**src/cpu_core_map.vh**
```
// Register addresses, field positions, reset values and cycle counts of the core.
`ifndef CPU_CORE_MAP_VH
`define CPU_CORE_MAP_VH

// Direct addresses of the core special-function registers.
`define SP_ADDR 8'h81
`define DPL_ADDR 8'h82
`define DPH_ADDR 8'h83
`define PSW_ADDR 8'hD0
`define ACC_ADDR 8'hE0
`define BREG_ADDR 8'hF0

// Reset values.
`define SP_RESET 8'h07
`define ZERO_RESET 8'h00

// Status word fields: carry flag and bank select.
`define CARRY_POS 7
`define BANK_HI_POS 4
`define BANK_LO_POS 3

// Bit-addressable RAM starts here; direct addresses from this bit upward are SFRs.
`define BIT_RAM_BASE 4'h2
`define SFR_SPACE_BIT 7

// Instruction lengths in bytes.
`define LEN_1 2'h1
`define LEN_2 2'h2
`define LEN_3 2'h3

// Base cycle counts; a taken conditional branch adds one more cycle.
`define CYC_1 3'h1
`define CYC_2 3'h2
`define CYC_3 3'h3
`define CYC_4 3'h4

`endif
```
**src/cpu_branch_bit_ops_core_regs.v**
```verilog
// Core sequencer: bit ops, branches, compare/decrement jumps and core registers.
`timescale 1ns/1ns
`default_nettype none
`include "cpu_core_map.vh"

// Overview of operation
// - OR bit or complement into carry, 2/2.
// - Move bit to carry and back, 2/2.
// - Jump on carry set/clear, 2 bytes 2/3.
// - Jump on bit, bit-clear variant, 3 bytes 3/4.
// - Short relative jump, 2 bytes 3 cycles.
// - Jump to accumulator plus data pointer, 1/3.
// - Jump on accumulator zero/nonzero, 2 bytes 2/3.
// - Compare direct or indirect and jump, 4/5.
// - Compare immediate with accumulator/register, 3/4.
// - Decrement-jump register 2/3, direct 3/4 cycles.
// - Unused opcode behaves as one-cycle no-op.
// - Relative target is next address plus signed offset.
// - Direct below 0x80 is RAM, above SFR.
// - Page target stays in next instruction's 2 kB page.
// - Long target reaches anywhere in program space.
// - Register operands use selected bank of eight.
// - Indirect RAM access addresses through R0 or R1.
// - Two-bit bank select; bank n at 8n.
// - Stack pointer pre-increments on push, resets 0x07.
// - Data pointer bytes at 0x82/0x83, reset zero.
// - Accumulators at 0xE0 and 0xF0, reset zero.
module cpu_branch_bit_ops_core_regs #(
  parameter ADDR_W = 16 // Program address width.
) (
  input wire clk, // System clock, 125 MHz.
  input wire sys_rst, // Asynchronous reset, active high.
  input wire [7:0] code_data, // Program byte at code_addr, same cycle.
  output wire [ADDR_W-1:0] code_addr, // Program fetch address.
  output wire insn_done, // One-cycle pulse after each instruction ends.
  output wire [7:0] arith_primary_reg, // Primary accumulator contents.
  output wire [7:0] stack_pointer, // Stack pointer contents.
  output wire [15:0] data_pointer, // Data pointer, high and low byte.
  output wire carry_flag, // Carry flag.
  output wire [1:0] bank_select_field // Active working-register bank.
);

  // Opcodes handled by the sequencer.
  localparam [7:0] OP_NOP = 8'h00;
  localparam [7:0] OP_LJMP = 8'h02;
  localparam [7:0] OP_JBC = 8'h10;
  localparam [7:0] OP_JB = 8'h20;
  localparam [7:0] OP_JNB = 8'h30;
  localparam [7:0] OP_JC = 8'h40;
  localparam [7:0] OP_JNC = 8'h50;
  localparam [7:0] OP_JZ = 8'h60;
  localparam [7:0] OP_JNZ = 8'h70;
  localparam [7:0] OP_ORL_C = 8'h72;
  localparam [7:0] OP_JMP_IND = 8'h73;
  localparam [7:0] OP_MOV_A_IMM = 8'h74;
  localparam [7:0] OP_MOV_D_IMM = 8'h75;
  localparam [7:0] OP_SJMP = 8'h80;
  localparam [7:0] OP_MOV_BIT_C = 8'h92;
  localparam [7:0] OP_ORL_NC = 8'hA0;
  localparam [7:0] OP_MOV_C_BIT = 8'hA2;
  localparam [7:0] OP_CJNE_AI = 8'hB4;
  localparam [7:0] OP_CJNE_AD = 8'hB5;
  localparam [7:0] OP_PUSH = 8'hC0;
  localparam [7:0] OP_DJNZ_D = 8'hD5;

  // Decodes an opcode into {conditional, length, base cycle count}.
  function [5:0] insn_info;
    input [7:0] op;
    begin
      casez (op)
        OP_ORL_C, OP_ORL_NC, OP_MOV_C_BIT, OP_MOV_BIT_C: insn_info = {1'b0, `LEN_2, `CYC_2};
        OP_JC, OP_JNC, OP_JZ, OP_JNZ: insn_info = {1'b1, `LEN_2, `CYC_2};
        OP_JB, OP_JNB, OP_JBC: insn_info = {1'b1, `LEN_3, `CYC_3};
        OP_SJMP: insn_info = {1'b0, `LEN_2, `CYC_3};
        OP_JMP_IND: insn_info = {1'b0, `LEN_1, `CYC_3};
        OP_CJNE_AD, 8'b1011011?: insn_info = {1'b1, `LEN_3, `CYC_4};
        OP_CJNE_AI, 8'b10111???: insn_info = {1'b1, `LEN_3, `CYC_3};
        8'b11011???: insn_info = {1'b1, `LEN_2, `CYC_2};
        OP_DJNZ_D: insn_info = {1'b1, `LEN_3, `CYC_3};
        OP_LJMP: insn_info = {1'b0, `LEN_3, `CYC_4};
        8'b???00001: insn_info = {1'b0, `LEN_2, `CYC_3};
        OP_MOV_A_IMM, OP_PUSH: insn_info = {1'b0, `LEN_2, `CYC_2};
        OP_MOV_D_IMM: insn_info = {1'b0, `LEN_3, `CYC_3};
        default: insn_info = {1'b0, `LEN_1, `CYC_1}; // Includes 0xA5 and plain no-op.
      endcase
    end
  endfunction

  // Sequencer state.
  reg [2:0] cyc_q; // Cycle index within the current instruction.
  reg ext_q; // High during the extra cycle of a taken branch.
  reg [7:0] op_q; // Latched opcode.
  reg [7:0] b1_q; // Latched second byte.
  reg [7:0] b2_q; // Latched third byte.
  reg [15:0] ipc_q; // Address of the opcode byte.
  reg [15:0] tgt_q; // Target held for the extra cycle.
  reg [15:0] pc_q; // Program counter.
  reg done_q; // Instruction-end pulse.

  // Core registers.
  reg [7:0] sp_q; // Stack pointer.
  reg [7:0] dpl_q; // Data pointer low byte.
  reg [7:0] dph_q; // Data pointer high byte.
  reg [7:0] acc_q; // Primary accumulator.
  reg [7:0] breg_q; // Secondary arithmetic register.
  reg [7:0] psw_q; // Status word: carry and bank select.
  reg [7:0] ram [0:255]; // Internal data RAM; upper half reached only indirectly.

  // Operands, taking the byte straight from the fetch port in the cycle it arrives.
  wire [7:0] op = (cyc_q == 3'h0 && !ext_q) ? code_data : op_q; // Current opcode.
  wire [7:0] o1 = (cyc_q == 3'h1) ? code_data : b1_q; // Second byte.
  wire [7:0] o2 = (cyc_q == 3'h2) ? code_data : b2_q; // Third byte.
  wire [5:0] info = insn_info(op); // Decoded length and count.
  wire [1:0] len = info[4:3]; // Length in bytes.
  wire [2:0] base = info[2:0]; // Not-taken cycle count.
  wire fetch = !ext_q && (cyc_q < {1'b0, len}); // A byte is taken this cycle.
  wire last = !ext_q && (cyc_q == base - 3'h1); // Final not-taken cycle.
  wire [15:0] ipc = (cyc_q == 3'h0) ? pc_q : ipc_q; // Opcode address.
  wire [15:0] nxt = ipc + {14'h0000, len}; // Address of the following instruction.
  wire [7:0] rel = (len == `LEN_3) ? o2 : o1; // Offset is always the last byte.
  wire [15:0] rel_tgt = nxt + {{8{rel[7]}}, rel};
  wire carry = psw_q[`CARRY_POS]; // Carry flag.
  wire [1:0] bank = psw_q[`BANK_HI_POS:`BANK_LO_POS];
  wire [7:0] rn_addr = {3'h0, bank, op[2:0]};
  wire [7:0] ri_ptr = ram[{3'h0, bank, 2'h0, op[0]}]; // Pointer held in R0 or R1.
  wire [7:0] ri_val = ram[ri_ptr]; // Byte that the pointer addresses.
  wire [7:0] rn_val = ram[rn_addr]; // Working register value.
  wire is_bit = (op == OP_ORL_C) || (op == OP_ORL_NC) || (op == OP_MOV_C_BIT) ||
    (op == OP_MOV_BIT_C) || (op == OP_JB) || (op == OP_JNB) || (op == OP_JBC); // Bit operand.
  wire [7:0] bit_byte = o1[`SFR_SPACE_BIT] ? {o1[7:3], 3'h0} : {`BIT_RAM_BASE, o1[6:3]}; // Holder.
  wire [7:0] dir_addr = is_bit ? bit_byte : o1; // Direct address read this instruction.

  // Direct-space read: low half is RAM, high half the SFRs.
  reg [7:0] dir_val;
  always @*
  begin
    if (!dir_addr[`SFR_SPACE_BIT])
      dir_val = ram[dir_addr];
    else
    begin
      case (dir_addr)
        `SP_ADDR: dir_val = sp_q;
        `DPL_ADDR: dir_val = dpl_q;
        `DPH_ADDR: dir_val = dph_q;
        `PSW_ADDR: dir_val = psw_q;
        `ACC_ADDR: dir_val = acc_q;
        `BREG_ADDR: dir_val = breg_q;
        default: dir_val = 8'h00; // Unmapped SFRs read as zero.
      endcase
    end
  end

  wire bitv = dir_val[o1[2:0]]; // Addressed bit.

  // Execution decode: write-back, carry update and branch decision.
  reg wr_en; // Write-back requested.
  reg wr_ind; // Write goes to RAM by plain index, not the direct map.
  reg [7:0] wr_addr; // Write address.
  reg [7:0] wr_data; // Write data.
  reg c_en; // Carry update requested.
  reg c_val; // New carry.
  reg taken; // Conditional branch condition holds.
  reg jump; // Unconditional jump.
  reg push; // Stack push.
  reg [15:0] jtgt; // Branch target.
  reg [7:0] cmp_a; // Compare left operand.
  reg [7:0] cmp_b; // Compare right operand.
  reg [7:0] dec; // Decremented value.
  always @*
  begin
    wr_en = 1'b0;
    wr_ind = 1'b0;
    wr_addr = dir_addr;
    wr_data = dir_val;
    c_en = 1'b0;
    c_val = carry;
    taken = 1'b0;
    jump = 1'b0;
    push = 1'b0;
    jtgt = rel_tgt;
    cmp_a = acc_q;
    cmp_b = o1;
    dec = 8'h00;
    casez (op)
      OP_ORL_C:
      begin
        c_en = 1'b1;
        c_val = carry | bitv;
      end
      OP_ORL_NC:
      begin
        c_en = 1'b1;
        c_val = carry | ~bitv;
      end
      OP_MOV_C_BIT:
      begin
        c_en = 1'b1;
        c_val = bitv;
      end
      OP_MOV_BIT_C:
      begin
        wr_en = 1'b1;
        wr_data[o1[2:0]] = carry;
      end
      OP_JC: taken = carry;
      OP_JNC: taken = !carry;
      OP_JB: taken = bitv;
      OP_JNB: taken = !bitv;
      OP_JBC:
      begin
        taken = bitv;
        wr_en = bitv;
        wr_data[o1[2:0]] = 1'b0;
      end
      OP_JZ: taken = (acc_q == 8'h00);
      OP_JNZ: taken = (acc_q != 8'h00);
      OP_CJNE_AI, OP_CJNE_AD, 8'b1011011?, 8'b10111???:
      begin
        if (op == OP_CJNE_AD)
          cmp_b = dir_val;
        else if (op[3:1] == 3'h3)
          cmp_a = ri_val;
        else if (op[3])
          cmp_a = rn_val;
        // Every form but the direct one compares against the immediate second byte.
        taken = (cmp_a != cmp_b);
        c_en = 1'b1;
        c_val = (cmp_a < cmp_b);
      end
      8'b11011???:
      begin
        dec = rn_val - 8'h01;
        wr_en = 1'b1;
        wr_ind = 1'b1;
        wr_addr = rn_addr;
        wr_data = dec;
        taken = (dec != 8'h00);
      end
      OP_DJNZ_D:
      begin
        dec = dir_val - 8'h01;
        wr_en = 1'b1;
        wr_data = dec;
        taken = (dec != 8'h00);
      end
      OP_SJMP: jump = 1'b1;
      OP_JMP_IND:
      begin
        jump = 1'b1;
        jtgt = {dph_q, dpl_q} + {8'h00, acc_q};
      end
      OP_LJMP:
      begin
        jump = 1'b1;
        jtgt = {o1, o2};
      end
      8'b???00001:
      begin
        jump = 1'b1;
        jtgt = {nxt[15:11], op[7:5], o1};
      end
      OP_MOV_A_IMM:
      begin
        wr_en = 1'b1;
        wr_addr = `ACC_ADDR;
        wr_data = o1;
      end
      OP_MOV_D_IMM:
      begin
        wr_en = 1'b1;
        wr_data = o2;
      end
      OP_PUSH:
      begin
        push = 1'b1;
        wr_en = 1'b1;
        wr_ind = 1'b1;
        wr_addr = sp_q + 8'h01;
      end
      default: taken = 1'b0; // No-op and unused opcodes change nothing.
    endcase
  end

  wire exec = last; // Effects take place in the final not-taken cycle.
  wire ram_wr = exec && wr_en && (wr_ind || !wr_addr[`SFR_SPACE_BIT]);

  // Internal RAM write port; contents are not reset.
  always @(posedge clk)
  begin
    if (ram_wr)
      ram[wr_addr] <= wr_data;
  end

  // Sequencer and core registers.
  always @(posedge clk or posedge sys_rst)
  begin
    if (sys_rst)
    begin
      cyc_q <= 3'h0;
      ext_q <= 1'b0;
      op_q <= OP_NOP;
      b1_q <= 8'h00;
      b2_q <= 8'h00;
      ipc_q <= 16'h0000;
      tgt_q <= 16'h0000;
      pc_q <= 16'h0000;
      done_q <= 1'b0;
      sp_q <= `SP_RESET;
      dpl_q <= `ZERO_RESET;
      dph_q <= `ZERO_RESET;
      acc_q <= `ZERO_RESET;
      breg_q <= `ZERO_RESET;
      psw_q <= `ZERO_RESET;
    end
    else if (ext_q)
    begin
      // Extra cycle of a taken branch: load the target.
      pc_q <= tgt_q;
      ext_q <= 1'b0;
      cyc_q <= 3'h0;
      done_q <= 1'b1;
    end
    else
    begin
      // Latch each instruction byte as it is fetched.
      if (fetch)
        pc_q <= pc_q + 16'h0001;
      if (cyc_q == 3'h0)
      begin
        op_q <= code_data;
        ipc_q <= pc_q;
      end
      if (cyc_q == 3'h1)
        b1_q <= code_data;
      if (cyc_q == 3'h2)
        b2_q <= code_data;
      if (exec)
      begin
        // Direct write into the SFR half of the space.
        if (wr_en && !wr_ind && wr_addr[`SFR_SPACE_BIT])
        begin
          case (wr_addr)
            `SP_ADDR: sp_q <= wr_data;
            `DPL_ADDR: dpl_q <= wr_data;
            `DPH_ADDR: dph_q <= wr_data;
            `PSW_ADDR: psw_q <= wr_data;
            `ACC_ADDR: acc_q <= wr_data;
            `BREG_ADDR: breg_q <= wr_data;
            default: psw_q <= psw_q; // Unmapped SFR writes are dropped.
          endcase
        end
        if (push)
          sp_q <= sp_q + 8'h01;
        if (c_en)
          psw_q[`CARRY_POS] <= c_val;
        if (jump)
          pc_q <= jtgt;
        if (info[5] && taken)
        begin
          // Taken conditional branch costs one more cycle.
          ext_q <= 1'b1;
          tgt_q <= rel_tgt;
          done_q <= 1'b0;
        end
        else
        begin
          cyc_q <= 3'h0;
          done_q <= 1'b1;
        end
      end
      else
      begin
        cyc_q <= cyc_q + 3'h1;
        done_q <= 1'b0;
      end
    end
  end

  // Outputs straight from registers.
  assign code_addr = pc_q[ADDR_W-1:0];
  assign insn_done = done_q;
  assign arith_primary_reg = acc_q;
  assign stack_pointer = sp_q;
  assign data_pointer = {dph_q, dpl_q};
  assign carry_flag = carry;
  assign bank_select_field = bank;

endmodule
`default_nettype wire

```
**config.mk**
```make
export PLATFORM = sky130hd
export DESIGN_NAME = cpu_branch_bit_ops_core_regs
export DESIGN_NICKNAME = d
export VERILOG_FILES = /design/src/cpu_branch_bit_ops_core_regs.v
export VERILOG_INCLUDE_DIRS = /design/src
export SDC_FILE = /design/constraint.sdc
export NUM_CORES = 2
export LEC_CHECK = 0
export BUFFER_PORTS_ARGS = -buffer_cell sky130_fd_sc_hd__buf_2
export CAP_MARGIN = 20
export CORE_MARGIN = 2
export CORE_UTILIZATION = 35
export CTS_CLUSTER_DIAMETER = 120
export DETAILED_ROUTE_END_ITERATION = 10
export GPL_ROUTABILITY_DRIVEN = 0
export PLACE_DENSITY_LB_ADDON = 0.05
export SLEW_MARGIN = 20
export SYNTH_ARGS = -nofsm -noshare
export SYNTH_HDL_FRONTEND = slang
export SYNTH_SLANG_ARGS = --single-unit
```
**constraint.sdc**
```tcl
create_clock -name clk -period 16.5 [get_ports clk]
set_input_delay 0.825 -clock clk [delete_from_list [all_inputs] [get_ports clk]]
set_output_delay 0.825 -clock clk [all_outputs]
set_load 0.01 [all_outputs]
```
Yosys cells after proc, flatten, opt, wreduce, memory -nomap -nowiden
Memory sizes are Yosys's and may differ from the RTL's.
Cells that the tools add are included.
{ "word_totals": {"inputBits": 10, "memories": 1, "out_inout_bits": 52, "romBits": 0, "reg_bits": 125, "latch_bits": 0, "ramBits": 2048, "elab_cells": 182} }
{ "op_classes": {"n_addsub": 9, "bitwise": 6, "muxes": 52, "n_shift": 0, "n_eq_ne": 44, "reduce_logical": 50, "div": 0, "magnitude_cmp": 4, "multipliers": 0} }
{ "mem_list": {"columns": ["name", "words", "width", "read_ports", "rd_clocked_by_memory_dff", "wr", "line", "source"], "rows": [
  ["ram", 256, 8, 4, 0, 1, "cpu_branch_bit_ops_core_regs.v:107", "reg [7:0] ram [0:255];"]
]} }
{ "ops": {"columns": ["cell", "count"], "rows": [
  ["$eq 8x8->1 const B", 20],
  ["$mux 8", 18],
  ["$pmux 8 s6", 2],
  ["$mux 16", 5],
  ["$eq 8x7->1 const B", 8],
  ["$pmux 16 s3", 1],
  ["$pmux 6 s8", 1],
  ["$pmux 8 s3", 1],
  ["$reduce_and 4->1", 6],
  ["$reduce_bool 8->1", 3],
  ["$reduce_or 6->1", 3],
  ["$add 16x1->16 const B", 1],
  ["$add 16x16->16", 1],
  ["$add 16x2->16", 1],
  ["$add 16x8->16", 1],
  ["$eq 8x6->1 const B", 2],
  ["$sub 8x1->8 const B", 2],
  ["$mux 1", 15],
  ["$eq 5x5->1 const B", 2],
  ["$logic_and 1x1->1", 9],
  ["$mux 3", 3],
  ["$pmux 1 s9", 1],
  ["$add 8x1->8 const B", 1],
  ["$and 8x8->8", 1],
  ["37 further kinds", 57]
]} }

Longest topological paths before layout
{ "depth": {"depth_word": 22, "ltp_mapped": 39, "ltp_nobuf": 34} }

Worst setup path after synthesis
Ideal clock, no wire load.
{ "synth_path": {"path_kind": "input-to-reg", "start": "input code_data[0]", "end": "memory ram[0][3], data pin", "setup_time_ns": 1.660, "n_path_buf": 4, "required_time_ns": 14.840, "arrival_ns": 11.777, "slack_ns": 3.063, "stages": 18, "cell_sequence": "clkbuf_1 or4_1 o211a_1 nor2_2 a211oi_1 or2_1 buf_2 buf_2 buf_6 a221o_1 o21ai_0 o21ai_0 a32oi_1 nand4_1 a221oi_1 nand2_1 xnor2_1 o221ai_1"} }
{ "synth_between": {"elab_chain_cells": 14, "elab_cells_between_ends": 39, "cone_classes": "add/sub (2); order compare (2); eq/ne (16); mux (9); bitwise (2); reduce/logical (7); memory (1)"} }
{ "synth_lines": {"columns": ["element", "line", "source"], "rows": [
  ["start: declaration", "cpu_branch_bit_ops_core_regs.v:33", "input wire [7:0] code_data,"],
  ["branches (longest 13 deep; another with $mem_v2 256x8)", null, null],
  ["$pmux 8 s6 *", "cpu_branch_bit_ops_core_regs.v:184", "casez (op)"],
  ["via wr_data[3]", "cpu_branch_bit_ops_core_regs.v:159", "reg [7:0] wr_data;"],
  ["end: declaration", "cpu_branch_bit_ops_core_regs.v:107", null]
]} }
Mark *: on every way through the listed nets, which the timed path passes.

Worst setup path in the final report
{ "layout_path": {"start": "register ext_q", "end": "register tgt_q[4]"} }
{ "layout_between": {"elab_chain_cells": 20, "elab_cells_between_ends": 77, "cone_classes": "add/sub (5); eq/ne (34); mux (15); bitwise (1); reduce/logical (21); memory (1)"} }
{ "layout_lines": {"columns": ["element", "line", "source"], "rows": [
  ["start: declaration", "cpu_branch_bit_ops_core_regs.v:91", "reg ext_q;"],
  ["start signal: assignment", "cpu_branch_bit_ops_core_regs.v:300", "ext_q <= 1'b0;"],
  ["start signal: assignment", "cpu_branch_bit_ops_core_regs.v:319", "ext_q <= 1'b0;"],
  ["start signal: assignment", "cpu_branch_bit_ops_core_regs.v:361", "ext_q <= 1'b1;"],
  ["branches (longest 20 deep; another with $mem_v2 256x8)", null, null],
  ["end signal: assignment", "cpu_branch_bit_ops_core_regs.v:362", "tgt_q <= rel_tgt;"],
  ["end: declaration", "cpu_branch_bit_ops_core_regs.v:96", "reg [15:0] tgt_q;"]
]} }
Parallel ways; which one is timed is not known. The select of a mux whose other input is x is not followed.
A chain may end at the register's enable or synchronous reset.

==> results.sh <==
export IMPL_outcome="complete, no violations"
export IMPL_fmax_mhz=82.20
export IMPL_antenna_found_initial=39
export IMPL_finalCritPeriodShare_pct=73.73
export IMPL_r2r_slack_ps=4340
export IMPL_multi_input_area_um2=38590
export IMPL_netlist_area_um2=105700
export IMPL_crit_type="reg2reg"
export IMPL_post_route_min_period_ps=12160
export IMPL_worstPathMaxFanout=58
export IMPL_finalClockSkew_ps=61.94
export IMPL_synth_mux_area_share_pct=10.19
export IMPL_fp_coreArea_um2=300000
export IMPL_avgRoutedWirePerCell_um=35.31
export IMPL_drc=0
export IMPL_synthSimpleGateAreaFrac_pct=11.63
export IMPL_vias=78650
export IMPL_slew_viol_final=0
export IMPL_worst_slew_pin_slew_ps=1308
export IMPL_track_usage_pct=28.49
export IMPL_grt_max_degree=169
export IMPL_cts_max_path_buffers=4
export IMPL_hold_viol_final=0
export IMPL_yosys_area_top_type="edfxtp_1"
export IMPL_synth_edf_count=2048
export IMPL_synth_area_top_cells="edfxtp_1, mux2i_1, nand2_1, a211oi_1, mux4_2"
export IMPL_worstPathArrival_ps=12950
export IMPL_rsz0062_at_grt="no"
export IMPL_final_cell_mix="edfxtp_1, nand2_1, mux2i_1"
export IMPL_fin_tns_setup_ps=0
export IMPL_syn_nets=8686
export IMPL_yosysWarnings=0
export IMPL_maxCapViolCount=0
export IMPL_grt_pass1_wl_um=618100
export IMPL_avgViaCountPerCell=6.164
export IMPL_rows=201
export IMPL_cpMostUsedCell="buf_4"
export IMPL_synth_xor_area_share_pct=0.6714
export IMPL_fin_nets=8636
export IMPL_die_width_um=553.4
export IMPL_setup_violations=0
export IMPL_ys_async_sr_fraction_pct=5.752
export IMPL_synth_top_area_share_pct=58.21
export IMPL_syn_inst=8628
export IMPL_drtAntennaViolNets=0
export IMPL_critPathMaxStageDelay_ps=920
export IMPL_design_die_area_um2=306300
export IMPL_die_y_um=553.4
export IMPL_synth_main_ff_cell="edfxtp_1"
export IMPL_cts_repair_resized=0
export IMPL_clkTransAtPathRegs_ps=50
export IMPL_portBuffers=61
export IMPL_start_kind="flip-flop"
export IMPL_dr_pass1_iters=8
export IMPL_post_synth_cell_area_avg_um2=12.25
export IMPL_synth_compound_area_share_pct=12.82
export IMPL_ys_seq_area_share_pct=61.17
export IMPL_hold_buffers=0
export IMPL_synth_seq_cells=2173
export IMPL_synth_top_family_by_area="compound AO/OA/AOI/OAI gates"
export IMPL_cts_sinks=2173
export IMPL_hp_class="in2async"
export IMPL_wl_um=450500
export IMPL_drt_iter0_markers=10470
export IMPL_crit_path_end_kind="flip-flop"
export IMPL_root_buffer="clkbuf_16"
export IMPL_ioPinCount=62
export IMPL_mostFrequentLayoutCell="edfxtp_1"
export IMPL_synth_distinct_cells=101
export IMPL_drive_above_1_share_pct=13.00
export IMPL_cts_tree="yes"
export IMPL_initial_utilization_pct=35.22
export IMPL_filler_cell_count=28110
export IMPL_grt_overflow_total=0
export IMPL_first_global_vias=74910
export IMPL_post_cts_buffers=0
export IMPL_clock_latency_ps=930
export IMPL_dp_hpwl_um=285600
export IMPL_relSlewSlack_pct=12.57
export IMPL_ff_latch_area_um2=64630
export IMPL_htreeDepth=5
export IMPL_syn_to_final_growth_pct=13.64
export IMPL_cts_buffers=267
export IMPL_regMostFlops="ram"
export IMPL_crit_required_ps=17290
export IMPL_largest_reg_flops=2048
export IMPL_synthAdderAreaFrac_pct=0.5897
export IMPL_crit_path_top_delay_cell="o21ai_2"
==> layout make-up <==
| class | instances | share of cell area (%) |
|---|---|---|
| inverters | 65 | 0.2292 |
| flip-flops and latches | 2173 | 53.83 |
| well taps | 3958 | 4.124 |
| diodes | 17 | 0.03543 |
| multi-input cells | 5704 | 32.14 |
| clock inverters | 151 | 1.318 |
| repair buffers | 367 | 2.437 |
| clock buffers | 323 | 5.888 |
==> critical path, delay by kind of cell (launching register included) <==
kind,cells,cell delay (ps)
AOI/OAI and AO/OA,14,4950
buffers and inverters,8,3990
muxes,4,1640
and+or+nand+nor,3,620
DFF,1,380
adders and majority gates,1,180
==> routing by layer <==
layer  track usage, %  part of all wire, %  vias up  routed length, µm
li1                 -                    -    33130                  -
met1            38.93                   41    40180             186200
met2            42.87                   44     4322             196100
met3            5.952                  9.3     1013              42020
met4            14.12                  5.8        8              26090
met5                0                0.012        -                 56
==> path summary, 6_finish.rpt <==
kind,start,to,cells past startpoint
max reg2reg,ext_q$_DFF_PP0_,tgt_q[4]$_DFFE_PP0P_,30
min in group clk,code_data[6],b2_q[6]$_DFFE_PP0N_,2
max,ext_q$_DFF_PP0_,tgt_q[4]$_DFFE_PP0P_,30
min,sys_rst,arith_primary_reg[1]$_DFFE_PP0P_,2
max in group asynchronous,sys_rst,ext_q$_DFF_PP0_,3
min reg2reg,ipc_q[1]$_DFFE_PP0N_,ipc_q[1]$_DFFE_PP0N_,2
==> cell usage after synthesis, types with 12 or more instances <==
library cell  instances
edfxtp_1           2048
nand2_1            1499
mux2i_1             665
a211oi_1            660
clkbuf_1            442
nor2_1              411
a21oi_1             288
and2_1              277
a31oi_1             258
nand3_1             251
a311oi_1            187
mux4_2              139
dfrtp_1             122
o21ai_0             118
buf_2               113
and3_1              109
buf_1               101
mux2_2               87
o22ai_1              78
inv_1                60
nor3_1               56
xnor2_1              50
ha_1                 45
a32oi_1              38
o221ai_1             38
xor2_1               31
nand4_1              30
a221oi_1             28
buf_4                26
nor2b_1              24
a22oi_1              22
nor4_1               21
or2_2                21
a21o_1               20
o211ai_1             19
nand2b_1             14
a311o_1              12
==> per-stage QoR <==
| step | std cells | hold WS [ps] | worst slack (ps) | utilization (%) | instance area [µm²] |
|---|---|---|---|---|---|
| floorplan | 8628 | 445.3 | 3063 | - | 105700 |
| global placement | 12260 | 461.5 | 4692 | 37.05 | 111200 |
| detailed placement | 12270 | 466.9 | 4541 | 37.10 | 111300 |
| CTS | 12740 | 25.71 | 4533 | 39.98 | 120000 |
| global route | 12750 | 84.13 | 4018 | 40.01 | 120100 |
| finish | 12760 | 24.14 | 4335 | 40.02 | 120100 |
==> logic make-up (layout without fill, tap and decap cells) <==
kind of cell / count (synthesis) / in the layout
simple gates: 2771 / 2771
flops: 2173 / 2173
compound gates: 1913 / 1913
mux: 891 / 891
buf+inv: 751 / 906
xor+xnor: 81 / 81
fa+ha+maj: 48 / 48
other cells: 0 / 17
Power is not shown: default switching activity piles up to over one toggle a cycle in this logic, so the estimate is an artifact.
